**config.mk**
```make
export PLATFORM = sky130hd
export DESIGN_NAME = vse_unit
export DESIGN_NICKNAME = d
export VERILOG_FILES = /design/src/hw/vse_pkg.sv /design/src/hw/vse_rec_mem.sv /design/src/hw/vse_syn_mux.sv /design/src/hw/vse_unit.sv
export SDC_FILE = /design/constraint.sdc
export NUM_CORES = 1
export LEC_CHECK = 0
export BUFFER_PORTS_ARGS = -buffer_cell sky130_fd_sc_hd__buf_2
export CAP_MARGIN = 20
export CORE_MARGIN = 2
export CORE_UTILIZATION = 41
export CTS_BUF_LIST = sky130_fd_sc_hd__clkbuf_4
export DETAILED_ROUTE_END_ITERATION = 10
export GPL_TIMING_DRIVEN = 0
export MAX_ROUTING_LAYER = met4
export SYNTH_ARGS = -nofsm -noshare
export SYNTH_HDL_FRONTEND = slang
export SYNTH_SLANG_ARGS = --single-unit
```
**constraint.sdc**
```tcl
create_clock -name CLK_I -period 4.4 [get_ports CLK_I]
set_clock_uncertainty 0.05 [all_clocks]
set_input_delay 0.88 -clock CLK_I [delete_from_list [all_inputs] [get_ports CLK_I]]
set_output_delay 0.88 -clock CLK_I [all_outputs]
set_load 0.05 [all_outputs]
```
**src/hw/vse_pkg.sv**
```systemverilog
// Package with register map, field layout and state encodings of the virtual SError unit
package vse_pkg;

  // Register word addresses (Avalon word index, byte address = 4 * index)
  localparam logic [5:0] ADDR_HYP_CTRL = 6'h00;
  localparam logic [5:0] ADDR_VSYN_64 = 6'h01;
  localparam logic [5:0] ADDR_VFSR_32 = 6'h02;
  localparam logic [5:0] ADDR_VDSYN_64 = 6'h03;
  localparam logic [5:0] ADDR_VDSYN_32 = 6'h04;
  localparam logic [5:0] ADDR_EL1_SYN = 6'h05;
  localparam logic [5:0] ADDR_DATA_FAULT_STATUS_32_32 = 6'h06;
  localparam logic [5:0] ADDR_DSYN_64 = 6'h07;
  localparam logic [5:0] ADDR_DSYN_32 = 6'h08;
  localparam logic [5:0] ADDR_REC_COUNT = 6'h09;
  localparam logic [5:0] ADDR_REC_SEL = 6'h0a;
  localparam logic [5:0] ADDR_EVENT = 6'h0b;
  localparam logic [5:0] ADDR_REC_CTRL = 6'h0c;
  localparam logic [5:0] ADDR_REC_STATUS = 6'h0d;
  localparam logic [5:0] ADDR_REC_MISC = 6'h0e;
  localparam logic [5:0] ADDR_NODE_CFG = 6'h0f;
  localparam logic [5:0] ADDR_HYP_SYN = 6'h10;

  // Control register bit positions
  localparam int CTRL_ROUTE_BIT = 0;
  localparam int CTRL_INJ64_BIT = 1;
  localparam int CTRL_INJ32_BIT = 2;
  localparam int CTRL_ROUTE32_BIT = 3;
  localparam int CTRL_STATE32_BIT = 4;
  localparam int CTRL_PEND_BIT = 8;

  // Event register bit positions (write one to trigger)
  localparam int EV_TAKE_BIT = 0;
  localparam int EV_MASK_BIT = 1;
  localparam int EV_BARRIER_BIT = 2;
  localparam int EV_PHYS_TAKE_BIT = 3;
  localparam int EV_PHYS_DEFER_BIT = 4;
  localparam int EV_REC_ERR_BIT = 5;

  // Syndrome field layout
  localparam int SYN_W = 25;
  localparam int SYN_IMPDEF_BIT = 24;
  localparam int DF_AET_LO = 14;
  localparam int DF_EXT_BIT = 12;
  localparam int DF_PEND_BIT = 31;
  localparam logic [31:0] DF_RELAX_MASK = 32'h0000_d000;
  localparam logic [31:0] HSR_RELAX_MASK = 32'h0000_0e00;
  localparam logic [31:0] DF_VIRT_BASE = 32'h0000_0211;

  // Error record window
  localparam int REC_NUM = 4;
  localparam int REC_IDX_W = 2;
  localparam logic [31:0] REC_COUNT_VAL = 32'h0000_0004;
  localparam logic [31:0] REC_V11_FMT = 32'h0000_0011;
  localparam logic [24:0] IMPDEF_SYN_VAL = 25'h100_0000;
  localparam logic [1:0] IMPDEF_AET_VAL = 2'h0;

  // Reset values
  localparam logic [31:0] RST_ZERO = 32'h0000_0000;

  // Bus handler states
  typedef enum logic [2:0] {
    BUS_IDLE = 3'b001,
    BUS_WAIT = 3'b010,
    BUS_DONE = 3'b100
  } vse_bus_t;

endpackage

```
**src/hw/vse_rec_mem.sv**
```systemverilog
`timescale 1ns/1ps
// Small memory holding the error-record words reached through the selection window
module vse_rec_mem
  import vse_pkg::*;
(
  input wire logic clk_i,
  input wire logic rst_i,
  input wire logic we_i,
  input wire logic [REC_IDX_W+1:0] addr_i,
  input wire logic [31:0] wdata_i,
  output logic [31:0] rdata_o
);

  // Record storage, four words per record
  logic [31:0] mem_ff [0:(REC_NUM*4)-1];

  // Write port and registered read port
  always_ff @(posedge clk_i) begin
    if (rst_i) begin
      rdata_o <= RST_ZERO;
    end else begin
      if (we_i) begin
        mem_ff[addr_i] <= wdata_i;
      end
      rdata_o <= mem_ff[addr_i];
    end
  end

endmodule // vse_rec_mem

```
**src/hw/vse_syn_mux.sv**
```systemverilog
`timescale 1ns/1ps
// Combinational selection of the guest syndrome for a virtual error
module vse_syn_mux
  import vse_pkg::*;
(
  input wire logic impdef_i,
  input wire logic [31:0] vsyn64_i,
  input wire logic [31:0] vfsr32_i,
  output logic [24:0] esr_o,
  output logic [1:0] aet_o,
  output logic ext_o
);

  // Hypervisor value or fixed implementation value
  always_comb begin
    if (impdef_i) begin
      esr_o = IMPDEF_SYN_VAL;
      aet_o = IMPDEF_AET_VAL;
      ext_o = 1'b0;
    end else begin
      esr_o = vsyn64_i[SYN_W-1:0];
      aet_o = vfsr32_i[DF_AET_LO+1:DF_AET_LO];
      ext_o = vfsr32_i[DF_EXT_BIT];
    end
  end

endmodule // vse_syn_mux

```
**src/hw/vse_unit.sv**
```systemverilog
`timescale 1ns/1ps
// Virtual SError injection and syndrome register unit with Avalon-MM slave

module vse_unit
  import vse_pkg::*;
(
  input wire logic CLK_I,
  input wire logic SYS_RST_I,
  input wire logic [5:0] AVS_ADDRESS_I,
  input wire logic AVS_READ_I,
  input wire logic AVS_WRITE_I,
  input wire logic [31:0] AVS_WRITEDATA_I,
  input wire logic [3:0] AVS_BYTEENABLE_I,
  input wire logic IMPDEF_VSE_I,
  input wire logic IMPDEF_SYNC_I,
  input wire logic [31:0] PHYS_SYN_I,
  output logic [31:0] AVS_READDATA_O,
  output logic AVS_WAITREQUEST_O,
  output logic VSE_PENDING_O,
  output logic FAULT_IRQ_O,
  output logic RECOVERY_IRQ_O,
  output logic CRITICAL_IRQ_O,
  output logic INBAND_ERR_O
);

  // Byte-enable merge used by the virtual and deferred syndrome registers
  function automatic logic [31:0] be_merge(input logic [31:0] old_v, input logic [31:0] new_v,
                                           input logic [3:0] be);
    logic [31:0] r;
    r = old_v;
    for (int i = 0; i < 4; i++) begin
      if (be[i]) begin
        r[i*8 +: 8] = new_v[i*8 +: 8];
      end
    end
    return r;
  endfunction

  // Software-visible state
  logic route_ff; // Routing of SError to hypervisor
  logic route32_ff; // 32-bit routing copy
  logic inj64_ff; // 64-bit inject bit
  logic inj32_ff; // 32-bit inject bit
  logic state32_ff; // Guest runs in 32-bit state
  logic [31:0] vsyn64_ff; // Virtual syndrome, 64-bit
  logic [31:0] vfsr32_ff; // Virtual fault status, 32-bit
  logic [31:0] vdsyn64_ff; // Virtual deferred syndrome, 64-bit
  logic [31:0] vdsyn32_ff; // Virtual deferred syndrome, 32-bit
  logic [31:0] el1syn_ff; // Guest exception syndrome
  logic [31:0] dfsr32_ff; // Guest data fault status
  logic [31:0] dsyn64_ff; // Deferred syndrome, 64-bit
  logic [31:0] dsyn32_ff; // Deferred syndrome, 32-bit
  logic [31:0] hypsyn_ff; // Hypervisor syndrome, 32-bit
  logic [REC_IDX_W-1:0] recsel_ff; // Selected record index
  logic [3:0] nodecfg_ff; // Interrupt selection of the node

  // Bus handler
  vse_bus_t bus_ff;
  logic [31:0] rd_mux; // Combinational read data
  logic wr_ok; // Write accepted this cycle
  logic rd_ok; // Read data registered this cycle, one before the answer
  logic [31:0] wdata; // Raw write data helper, no byte-enable merge
  logic pend; // Pending virtual error
  logic inject; // Selected inject bit
  logic [24:0] mux_esr;
  logic [1:0] mux_aet;
  logic mux_ext;
  logic rec_we;
  logic [REC_IDX_W+1:0] rec_addr;
  logic [31:0] rec_rdata;
  logic ev_take;
  logic ev_mask;
  logic ev_bar;
  logic ev_ptake;
  logic ev_pdef;
  logic ev_rec;

  // Write lands only at the edge where waitrequest is sampled low
  assign wr_ok = AVS_WRITE_I && (bus_ff == BUS_DONE);
  // Read data registered one edge before the answer edge
  assign rd_ok = AVS_READ_I && (bus_ff == BUS_WAIT);
  assign inject = state32_ff ? inj32_ff : inj64_ff;
  // Pending condition
  assign pend = ((state32_ff ? route32_ff : route_ff) && inject) || IMPDEF_VSE_I;
  assign wdata = AVS_WRITEDATA_I;

  // Event strobes written through the event register
  assign ev_take = wr_ok && (AVS_ADDRESS_I == ADDR_EVENT) && wdata[EV_TAKE_BIT] && pend;
  assign ev_mask = wr_ok && (AVS_ADDRESS_I == ADDR_EVENT) && wdata[EV_MASK_BIT];
  assign ev_bar = wr_ok && (AVS_ADDRESS_I == ADDR_EVENT) && wdata[EV_BARRIER_BIT];
  assign ev_ptake = wr_ok && (AVS_ADDRESS_I == ADDR_EVENT) && wdata[EV_PHYS_TAKE_BIT];
  assign ev_pdef = wr_ok && (AVS_ADDRESS_I == ADDR_EVENT) && wdata[EV_PHYS_DEFER_BIT];
  assign ev_rec = wr_ok && (AVS_ADDRESS_I == ADDR_EVENT) && wdata[EV_REC_ERR_BIT];

  // Syndrome source selection
  vse_syn_mux u_mux (
    .impdef_i(IMPDEF_VSE_I),
    .vsyn64_i(vsyn64_ff),
    .vfsr32_i(vfsr32_ff),
    .esr_o(mux_esr),
    .aet_o(mux_aet),
    .ext_o(mux_ext)
  );

  // Record window storage, addressed by the held selection
  assign rec_addr = {recsel_ff, AVS_ADDRESS_I == ADDR_REC_STATUS,
                     AVS_ADDRESS_I == ADDR_REC_MISC};
  assign rec_we = wr_ok && ((AVS_ADDRESS_I == ADDR_REC_STATUS) ||
                            (AVS_ADDRESS_I == ADDR_REC_MISC));
  vse_rec_mem u_rec (
    .clk_i(CLK_I),
    .rst_i(SYS_RST_I),
    .we_i(rec_we),
    .addr_i(rec_addr),
    .wdata_i(AVS_WRITEDATA_I),
    .rdata_o(rec_rdata)
  );

  // Bus sequencing: record word settles in WAIT, answer stands through DONE
  always_ff @(posedge CLK_I) begin
    if (SYS_RST_I) begin
      bus_ff <= BUS_IDLE;
      AVS_WAITREQUEST_O <= 1'b1;
    end else begin
      case (bus_ff)
        BUS_IDLE: begin
          if (AVS_READ_I || AVS_WRITE_I) begin
            bus_ff <= BUS_WAIT;
          end
        end
        BUS_WAIT: begin
          bus_ff <= BUS_DONE;
          AVS_WAITREQUEST_O <= 1'b0; // Answer in the next cycle
        end
        BUS_DONE: begin
          bus_ff <= BUS_IDLE;
          AVS_WAITREQUEST_O <= 1'b1; // Answer stands one cycle only
        end
        default: begin
          bus_ff <= BUS_IDLE;
          AVS_WAITREQUEST_O <= 1'b1;
        end
      endcase
    end
  end

  // Read data decode
  always_comb begin
    if (AVS_ADDRESS_I == ADDR_HYP_CTRL) begin
      rd_mux = RST_ZERO;
      rd_mux[CTRL_ROUTE_BIT] = route_ff;
      rd_mux[CTRL_INJ64_BIT] = inj64_ff;
      rd_mux[CTRL_INJ32_BIT] = inj32_ff;
      rd_mux[CTRL_ROUTE32_BIT] = route32_ff;
      rd_mux[CTRL_STATE32_BIT] = state32_ff;
      rd_mux[CTRL_PEND_BIT] = pend;
    end else if (AVS_ADDRESS_I == ADDR_VSYN_64) begin
      rd_mux = vsyn64_ff;
    end else if (AVS_ADDRESS_I == ADDR_VFSR_32) begin
      rd_mux = vfsr32_ff;
    end else if (AVS_ADDRESS_I == ADDR_VDSYN_64) begin
      rd_mux = vdsyn64_ff;
    end else if (AVS_ADDRESS_I == ADDR_VDSYN_32) begin
      rd_mux = vdsyn32_ff;
    end else if (AVS_ADDRESS_I == ADDR_EL1_SYN) begin
      rd_mux = el1syn_ff;
    end else if (AVS_ADDRESS_I == ADDR_DATA_FAULT_STATUS_32_32) begin
      rd_mux = dfsr32_ff;
    end else if (AVS_ADDRESS_I == ADDR_DSYN_64) begin
      rd_mux = dsyn64_ff;
    end else if (AVS_ADDRESS_I == ADDR_DSYN_32) begin
      rd_mux = dsyn32_ff;
    end else if (AVS_ADDRESS_I == ADDR_HYP_SYN) begin
      rd_mux = hypsyn_ff;
    end else if (AVS_ADDRESS_I == ADDR_REC_COUNT) begin
      rd_mux = REC_COUNT_VAL;
    end else if (AVS_ADDRESS_I == ADDR_REC_SEL) begin
      rd_mux = {{(32-REC_IDX_W){1'b0}}, recsel_ff};
    end else if (AVS_ADDRESS_I == ADDR_REC_CTRL) begin
      rd_mux = REC_V11_FMT;
    end else if ((AVS_ADDRESS_I == ADDR_REC_STATUS) || (AVS_ADDRESS_I == ADDR_REC_MISC)) begin
      rd_mux = rec_rdata;
    end else if (AVS_ADDRESS_I == ADDR_NODE_CFG) begin
      rd_mux = {28'h0000000, nodecfg_ff};
    end else begin
      rd_mux = RST_ZERO; // Unmapped reads as zero
    end
  end

  // Read data register
  always_ff @(posedge CLK_I) begin
    if (SYS_RST_I) begin
      AVS_READDATA_O <= RST_ZERO;
    end else if (rd_ok) begin
      AVS_READDATA_O <= rd_mux;
    end
  end

  // Hypervisor control bits; barrier clear loses to a software set
  always_ff @(posedge CLK_I) begin
    if (SYS_RST_I) begin
      route_ff <= 1'b0;
      route32_ff <= 1'b0;
      inj64_ff <= 1'b0;
      inj32_ff <= 1'b0;
      state32_ff <= 1'b0;
    end else if (wr_ok && (AVS_ADDRESS_I == ADDR_HYP_CTRL)) begin
      route_ff <= wdata[CTRL_ROUTE_BIT];
      inj64_ff <= wdata[CTRL_INJ64_BIT];
      inj32_ff <= wdata[CTRL_INJ32_BIT];
      route32_ff <= wdata[CTRL_ROUTE32_BIT];
      state32_ff <= wdata[CTRL_STATE32_BIT];
    end else if ((ev_bar && ev_mask && pend && !IMPDEF_VSE_I) || ev_take) begin
      inj64_ff <= 1'b0;
      inj32_ff <= 1'b0;
    end
  end

  // Virtual syndrome registers, full width read/write
  always_ff @(posedge CLK_I) begin
    if (SYS_RST_I) begin
      vsyn64_ff <= RST_ZERO;
      vfsr32_ff <= RST_ZERO;
    end else if (wr_ok && (AVS_ADDRESS_I == ADDR_VSYN_64)) begin
      vsyn64_ff <= be_merge(vsyn64_ff, wdata, AVS_BYTEENABLE_I);
    end else if (wr_ok && (AVS_ADDRESS_I == ADDR_VFSR_32)) begin
      vfsr32_ff <= be_merge(vfsr32_ff, wdata, AVS_BYTEENABLE_I);
    end
  end

  // Virtual deferred syndromes; masked barrier zeroes and flags pending
  always_ff @(posedge CLK_I) begin
    if (SYS_RST_I) begin
      vdsyn64_ff <= RST_ZERO;
      vdsyn32_ff <= RST_ZERO;
    end else if (ev_bar && ev_mask && pend && (!IMPDEF_VSE_I || IMPDEF_SYNC_I)) begin
      if (state32_ff) begin
        vdsyn32_ff <= RST_ZERO | (32'h1 << DF_PEND_BIT);
      end else begin
        vdsyn64_ff <= RST_ZERO | (32'h1 << DF_PEND_BIT);
      end
    end else if (wr_ok && (AVS_ADDRESS_I == ADDR_VDSYN_64)) begin
      vdsyn64_ff <= be_merge(vdsyn64_ff, wdata, AVS_BYTEENABLE_I);
    end else if (wr_ok && (AVS_ADDRESS_I == ADDR_VDSYN_32)) begin
      vdsyn32_ff <= be_merge(vdsyn32_ff, wdata, AVS_BYTEENABLE_I);
    end
  end

  // Guest exception syndrome registers and hypervisor syndrome
  always_ff @(posedge CLK_I) begin
    if (SYS_RST_I) begin
      el1syn_ff <= RST_ZERO;
      dfsr32_ff <= RST_ZERO;
      hypsyn_ff <= RST_ZERO;
    end else if (ev_take) begin
      if (state32_ff) begin
        dfsr32_ff <= DF_VIRT_BASE | ({30'h0, mux_aet} << DF_AET_LO)
                     | ({31'h0, mux_ext} << DF_EXT_BIT);
      end else begin
        el1syn_ff <= {7'h00, mux_esr};
      end
    end else if (ev_ptake) begin
      el1syn_ff <= {7'h00, PHYS_SYN_I[SYN_W-1:0]};
      dfsr32_ff <= PHYS_SYN_I & DF_RELAX_MASK;
      hypsyn_ff <= PHYS_SYN_I & HSR_RELAX_MASK;
    end
  end

  // Physical deferred syndromes, pending flag kept live
  always_ff @(posedge CLK_I) begin
    if (SYS_RST_I) begin
      dsyn64_ff <= RST_ZERO;
      dsyn32_ff <= RST_ZERO;
    end else if (ev_pdef) begin
      dsyn64_ff <= {1'b1, 6'h00, PHYS_SYN_I[SYN_W-1:0]};
      dsyn32_ff <= {1'b1, 15'h0000, PHYS_SYN_I[15:0] & (DF_RELAX_MASK[15:0]
                   | HSR_RELAX_MASK[15:0])};
    end else if (ev_bar && ev_mask && pend && state32_ff) begin
      dsyn32_ff <= vdsyn32_ff;
    end else if (ev_bar && ev_mask && pend) begin
      dsyn64_ff <= vdsyn64_ff;
    end else if (wr_ok && (AVS_ADDRESS_I == ADDR_DSYN_64)) begin
      dsyn64_ff <= be_merge(dsyn64_ff, wdata, AVS_BYTEENABLE_I);
    end else if (wr_ok && (AVS_ADDRESS_I == ADDR_DSYN_32)) begin
      dsyn32_ff <= be_merge(dsyn32_ff, wdata, AVS_BYTEENABLE_I);
    end
  end

  // Record selection and node interrupt configuration
  always_ff @(posedge CLK_I) begin
    if (SYS_RST_I) begin
      recsel_ff <= '0;
      nodecfg_ff <= 4'h0;
    end else if (wr_ok && (AVS_ADDRESS_I == ADDR_REC_SEL)) begin
      recsel_ff <= wdata[REC_IDX_W-1:0];
    end else if (wr_ok && (AVS_ADDRESS_I == ADDR_NODE_CFG)) begin
      nodecfg_ff <= wdata[3:0];
    end
  end

  // Pending level and recorded-error signalling pulses
  always_ff @(posedge CLK_I) begin
    if (SYS_RST_I) begin
      VSE_PENDING_O <= 1'b0;
      FAULT_IRQ_O <= 1'b0;
      RECOVERY_IRQ_O <= 1'b0;
      CRITICAL_IRQ_O <= 1'b0;
      INBAND_ERR_O <= 1'b0;
    end else begin
      VSE_PENDING_O <= pend;
      FAULT_IRQ_O <= ev_rec && nodecfg_ff[0];
      RECOVERY_IRQ_O <= ev_rec && nodecfg_ff[1];
      CRITICAL_IRQ_O <= ev_rec && nodecfg_ff[2];
      INBAND_ERR_O <= ev_rec && nodecfg_ff[3];
    end
  end

endmodule // vse_unit

```
==> summary.md, run 1 <==
| Metric | Value |
|---|---|
| Final Util | `0.4864` |
| Yosys reg bits | `692` |
| Power Density | `slightly below 400 nW/um^2` |
| TritonCTS clock tree | `built` |
| Netlist cell types | `76` |
| Tmin final | `around 3900 ps` |
| Type of origin of the critical path | `input pin` |
| Final #Nets | `~2,900` |
| CP Max Fanout | `17` |
| Maximum vdd drop | `225.6 uV` |
| Drt first pass iters | `6` |
| Clock transition at path regs | `70 ps` |
| Post-layout power | `approximately 13 mW` |
| Clk root buf | `clkbuf_4` |
| RSZ-0062 raised after global routing | `false` |
| Skew-Pair Late Insertion Delay | `between 1000 and 1500 ps` |
| Post-synth EDFFs | `approximately 380` |
| Pin count of the biggest net entering global routing | `26` |
| Wl on met1 | `49,970 um` |
| GRT Total Usage | `0.3257` |
| TritonCTS buffer count | `between 150 and 200` |
| P_leak | `around 12 nW` |
| Ports | `118` |
| PortBufs | `101` |
| Post-route cell area | `~34,000 um^2` |
| Layout Cells excl Fill | `a little under 4,000` |
| Vias in the first global route | `about 23,000` |
| Initial Util | `0.4132` |
| Met2 wire length | `~50,000 um` |
| Critical Path Sink Type | `flip-flop` |
| Die H | `between 200 and 300 um` |
| Area growth from synthesis to layout | `17.70%` |
| Final setup viols | `0` |
| Final hold violations | `0` |
| Fillers | `around 6,500` |
| Post-Syn Instances | `around 2,400` |
| Drt drc | `0` |
| Sequential-to-total area share from yosys stat | `0.6126` |
| Status | `completed` |
| Max-Cap Viols | `0` |
| Core box area | `roughly 70,000 um^2` |
| Warnings, synthesis | `0` |
| Vias | `approximately 23,000` |
| Fin. max-slew vios | `0` |
| Routed vias/inst | `about 6.0` |
| Gpl congestion | `0.9923` |
| Main flop type after synthesis | `edfxtp_1` |
| Detail Route Antenna Nets | `0` |
| CP peak stage delay | `approximately 760 ps` |
| Slowest cell on the critical path | `nor2_4` |
| H-tree Lvls | `4` |
| Placed cell areas | `approximately 31,000 um^2` |
| Post-synthesis instance area | `between 20,000 and 30,000 um^2` |
| Die ar. | `around 73,000 um^2` |
| Async S/R FF share, synth | `0` |
| Layout cells sized above 1 | `0.1826` |
| HP Class | `in2reg` |
| CP Class | `in2reg` |
| WL per Instance | `approximately 30 um` |
| Post-DP HPWL | `between 80,000 and 90,000 um` |
| Ratio of final minimum period to clock period | `0.8885` |
| Worst path arrival time | `between 4000 and 5000 ps` |
| Worst path most repeated cell | `clkbuf_1` |
| Total gr overflow | `0` |
| Routed length on met3 | `between 10,000 and 15,000 um` |
| Max frequency | `approximately 0.26 GHz` |
| Die width | `269.4 um` |
| Avg Inst Size Synth | `between 10 and 15 um^2` |
| Worst Path Required | `about 5000 ps` |
| Placement row count | `between 90 and 100` |
| Crit-path cells | `clkbuf_1 -> nand2b_1 -> clkbuf_1 -> nor2_1 -> clkbuf_1 -> nand2_1 -> nor2_4 -> buf_16` |
| Worst-margin pin slew | `about 1200 ps` |
| Clock buffer depth | `3` |
| Detailed Route Iter0 Violations | `2,456` |
| Top sig layer | `met4` |
| Relative max-transition margin | `0.1736` |
| Total Neg Setup Slack | `0 ps` |
| Post-CTS Setup Repair Bufs | `0` |
| Clock sinks | `692` |
| First-pass GRT wire length | `~160,000 um` |
| WL final | `between 100,000 and 150,000 um` |
| Initial antenna violation count | `5` |
| Placed cell count | `3,535` |
==> where the power goes <==
part	internal [mW]	switching [mW]	leakage [nW]
Clock	2.94	2.81	1.41
Combinational	0.173	0.542	4.91
Sequential	6.94	0.0532	6.04
==> flip-flops by register name (all words and copies together), names as in the netlist, 2 cells and up <==
register and count:
dsyn32_ff 32, vsyn64_ff 32, AVS_READDATA_O 32, u_rec.rdata_o 32
vdsyn32_ff 32, dsyn64_ff 32, hypsyn_ff 3, nodecfg_ff 4
el1syn_ff 25, vfsr32_ff 32, bus_ff 3, recsel_ff 2
vdsyn64_ff 32, u_rec.mem_ff 384, dfsr32_ff 4
==> cell type report <==
cell class | instances | area [um^2] | share of cell area
plain buffers | 177 | 715.7 | 0.02105
clock buffers | 267 | 2004 | 0.05895
multi-input cells | 1570 | 10900 | 0.3205
clock inverters | 71 | 380.4 | 0.01119
well taps | 940 | 1176 | 0.03459
inverters | 38 | 142.6 | 0.004195
flip-flops and latches | 692 | 17700 | 0.5205
diodes | 6 | 15.01 | 0.0004416
repair buffers | 137 | 970.9 | 0.02856
==> repair_timing <==
item                       in CTS  in global routing
hold buffers                   12                  0
hold endpoints to repair       13                  0
setup endpoints to repair       0                  0
resized for setup               0                  0
==> stage by stage <==
stage | hold slack (ps) | worst slack [ps]
after detailed placement | 396.7 | -555.8
after global routing | 51.40 | 367.5
final | 85.21 | 490.4
after global placement | 392.8 | -2468
after floorplan | 380.4 | 390.5
after CTS | 0.5072 | 511.7
==> Yosys cell counts, drive strengths merged (39+ instances only) <==
cell    instances  share of area
clkbuf        119          0.015
a211oi         91          0.024
nand2         103          0.013
o22ai          77          0.017
edfxtp        384           0.40
dfxtp         308           0.21
mux2i         245          0.085
a21oi          75          0.013
nor2          265          0.035
buf            58         0.0093
a221oi         39          0.012
o21ai          94          0.016
a22o           64          0.019
==> final timing paths <==
check | slack [ps] | endpoint | from | cells after the start
hold reg to reg | 410 | hypsyn_ff[9]$_SDFFE_PP0P_ | hypsyn_ff[9]$_SDFFE_PP0P_ | 2
hold / removal | 90 | dsyn64_ff[20]$_SDFFE_PP0P_ | PHYS_SYN_I[20] | 3
setup reg to reg | 590 | u_rec.mem_ff[14][9]$_DFFE_PP_ | recsel_ff[0]$_SDFFE_PP0P_ | 6
setup / recovery | 490 | u_rec.mem_ff[14][9]$_DFFE_PP_ | AVS_ADDRESS_I[0] | 8
==> cells in the final DEF (no fill, tap or decap), types with 8 or more instances in the layout <==
cell type        n
a31oi_1         13
clkbuf_1       119
edfxtp_1       384
o31a_1          33
a22o_1          64
o211ai_1         9
conb_1         128
mux4_2          35
nor4b_1         19
buf_2          137
nand2_1        103
and2_1          10
nor3_1          30
a221o_1         17
clkbuf_4       269
dfxtp_1        308
clkinv_1        50
mux2i_1        245
a211oi_1        91
nor2_4           8
buf_1           24
nand2b_1        12
a31o_2           9
dlygate4sd3_1   12
a21oi_1         75
o21ai_0         94
and3_1          14
a221oi_1        39
o31ai_1         21
nor2_1         255
o22ai_1         77
a22oi_1         12
mux2_2          15
inv_1           38
nor2b_1         15
nand3_1         23
==> metal layers <==
metal,up-vias,global-route usage
met2,1410,0.4644
met1,11720,0.4344
met5,-,-
met3,310,0.07819
met4,0,0.1605
li1,9966,-
==> kinds of logic after synthesis <==
group | synth area share
muxes | 0.1180
AOI/OAI and AO/OA | 0.1515
buffers and inverters | 0.02971
and+or+nand+nor | 0.08797
other | 0.0001298
DFF | 0.6126
==> worst max-delay path: cells and delay by family <==
family        cells  cell delay, ps
buf+inv           4            1600
simple gates      4            2050
No activity file was read; power rests on OpenSTA's default activity.
==> run 2, diff against run 1 <==
CORE_ASPECT_RATIO = 2   (was default)
clock period = 3.75 ns   (was 4.4 ns; I/O delays follow)
==> summary.md, run 2 (synthesis gave the netlist of run 1 again) <==
| Metric | Value |
|---|---|
| WHS | `roughly 110 ps` |
| Post-DP HPWL | `96,780 um` |
| Slowest cell on the critical path | `clkbuf_1` |
| Die H | `between 300 and 400 um` |
| Routed vias/inst | `between 6 and 7` |
| Layout cells sized above 1 | `0.1728` |
| Worst-margin pin slew | `about 1300 ps` |
| Max frequency | `~0.27 GHz` |
| Placement row count | `137` |
| Type of origin of the critical path | `input pin` |
| RSZ-0062 raised after global routing | `false` |
| P_leak | `between 10 and 15 nW` |
| Critical Path Sink Type | `flip-flop` |
| Tmin final | `about 3800 ps` |
| Drt first pass iters | `8` |
| Detailed Route Iter0 Violations | `just over 2,000` |
| Max-Cap Viols | `0` |
| Clock network power share | `0.401` |
| Vias in the first global route | `approximately 24,000` |
| HP Class | `in2reg` |
| Total gr overflow | `0` |
| Initial antenna violation count | `5` |
| Placed cell areas | `about 32,000 um^2` |
| WL final | `between 100,000 and 150,000 um` |
| Post-route cell area | `~34,000 um^2` |
| Reg-to-Reg Start | `bus_ff[2]$_SDFFE_PP0P_` |
| Worst path top cell family by delay | `buffers and inverters` |
| Crit-path cells | `buf_2 -> clkbuf_1 -> inv_1 -> a31o_2 -> clkbuf_1 -> a32oi_1 -> clkbuf_1 -> a211oi_1 -> a211oi_1` |
| CP Max Fanout | `10` |
| Layout Cells excl Fill | `between 3,000 and 4,000` |
| Status | `finished with violations` |
| Final worst slack | `-13.68 ps` |
| Switching share of power | `0.2518` |
| Maximum vdd drop | `about 370 uV` |
| Clock buffer depth | `3` |
| Die ar. | `72,720 um^2` |
| Clock transition at path regs | `70 ps` |
| Switch Pwr | `~3.8 mW` |
| Post-layout power | `approximately 15 mW` |
| Worst path arrival time | `about 4600 ps` |
| Failing checks | `negative setup slack` |
| First-pass GRT wire length | `about 180,000 um` |
| H-tree Lvls | `4` |
| Core box area | `between 60,000 and 70,000 um^2` |
| Final #Nets | `2,878` |
| Placed cell count | `between 3,000 and 4,000` |
| Clk root buf | `clkbuf_4` |
| GRT Total Usage | `0.3747` |
| Clock sinks | `692` |
| CP Class | `in2reg` |
| Relative max-transition margin | `0.1453` |
| Detail Route Antenna Nets | `0` |
| WL per Instance | `34.44 um` |
| Fin. max-slew vios | `0` |
| Fillers | `between 6,000 and 7,000` |
| Hold path start | `AVS_WRITEDATA_I[18]` |
| Drt drc | `0` |
| Pin count of the biggest net entering global routing | `20` |
| Area growth from synthesis to layout | `17.24%` |
| Die width | `about 190 um` |
| Skew-Pair Late Insertion Delay | `slightly above 1000 ps` |
| Multi-input logic area | `10,920 um^2` |
| Initial Util | `0.4140` |
| Ports | `between 100 and 150` |
| Largest register FFs | `~380` |
| Total Neg Setup Slack | `-13.68 ps` |
| Combinational power share | `0.060` |
| Vias | `about 23,000` |
| WP buf/inv | `5` |
| Ratio of final minimum period to clock period | `1.004` |
| Commonest non-fill, non-tap cells in the layout | `384 x edfxtp_1, 308 x dfxtp_1, 254 x nor2_1` |
| Register area | `roughly 18,000 um^2` |
| CTS resizes | `0` |
| Power Density | `approximately 450 nW/um^2` |
| Worst path most repeated cell | `clkbuf_1` |
| Internal | `about 11 mW` |
| TritonCTS buffer count | `160` |
| CP peak stage delay | `~890 ps` |
| CP Launch Point | `AVS_WRITEDATA_I[0]` |
| Final hold violations | `0` |
| Gpl congestion | `~0.99` |
| TritonCTS clock tree | `built` |
| Worst Path Required | `roughly 4600 ps` |
| Sequential Power Share | `0.540` |
| Leading cell type in the layout, fill and taps excluded | `edfxtp_1` |
| Final setup viols | `1` |
| Register bank with the most flops | `u_rec.mem_ff` |
| PortBufs | `between 100 and 150` |
-- run 2: changes by cell type in the layout (fill, tap and decap cells not counted), moves of 3 or more --
| cell | before | now |
|---|---|---|
| clkbuf_4 | 269 | 228 |
| clkinv_1 | 50 | 33 |
| dlygate4sd3_1 | 12 | 28 |
| buf_8 | 2 | 9 |
| clkinv_2 | 7 | 2 |
| buf_12 | 2 | 5 |
| diode_2 | 6 | 9 |
| inv_6 | 5 | 2 |
-- run 2: final cells by class --
class,count,area share
flip-flops and latches,692,0.5225
multi-input cells,1570,0.3226
clock buffers,228,0.05054
repair buffers,160,0.03669
well taps,903,0.03336
plain buffers,176,0.02102
clock inverters,47,0.008423
inverters,38,0.004212
diodes,9,0.0006650
-- run 2: path summary, 6_finish.rpt --
check	end	slack, ps	cells past startpoint
setup / recovery	el1syn_ff[6]$_SDFFE_PP0P_	-10	9
hold / removal	u_rec.mem_ff[0][18]$_DFFE_PP_	110	1
setup reg to reg	vfsr32_ff[6]$_SDFFE_PP0P_	10	7
hold reg to reg	hypsyn_ff[11]$_SDFFE_PP0P_	410	2
-- run 2: through the flow --
| stage | utilization | setup WS, ps |
|---|---|---|
| floorplan | - | -129.5 |
| CTS | 0.4843 | 76.10 |
| global route | 0.4853 | 5.080 |
| finish | 0.4854 | -13.68 |
| detailed placement | 0.4517 | -912.8 |
| global placement | 0.4444 | -2855 |
-- run 2: layer usage --
metal,track usage,up-vias,share of wire
li1,-,9908,-
met1,0.3618,11630,0.33
met2,0.6439,1232,0.52
met3,0.06696,494,0.056
met4,0.3161,0,0.097
met5,-,-,0
-- run 2: power groups by stage --
stage	clock (mW)	sequential, mW	combinational (mW)
after detailed placement	0	8.37	0.847
after floorplan	0	8.35	0.356
after CTS	6.22	8.20	0.875
final	6.09	8.20	0.908
after global placement	0	8.36	0.825
after global routing	6.50	8.21	0.931
-- run 2: repair_timing --
item                       CTS  global route
setup buffers                0             0
pin swaps                    0             1
hold buffers                28             0
hold endpoints to repair    72             0
setup endpoints to repair   60             4
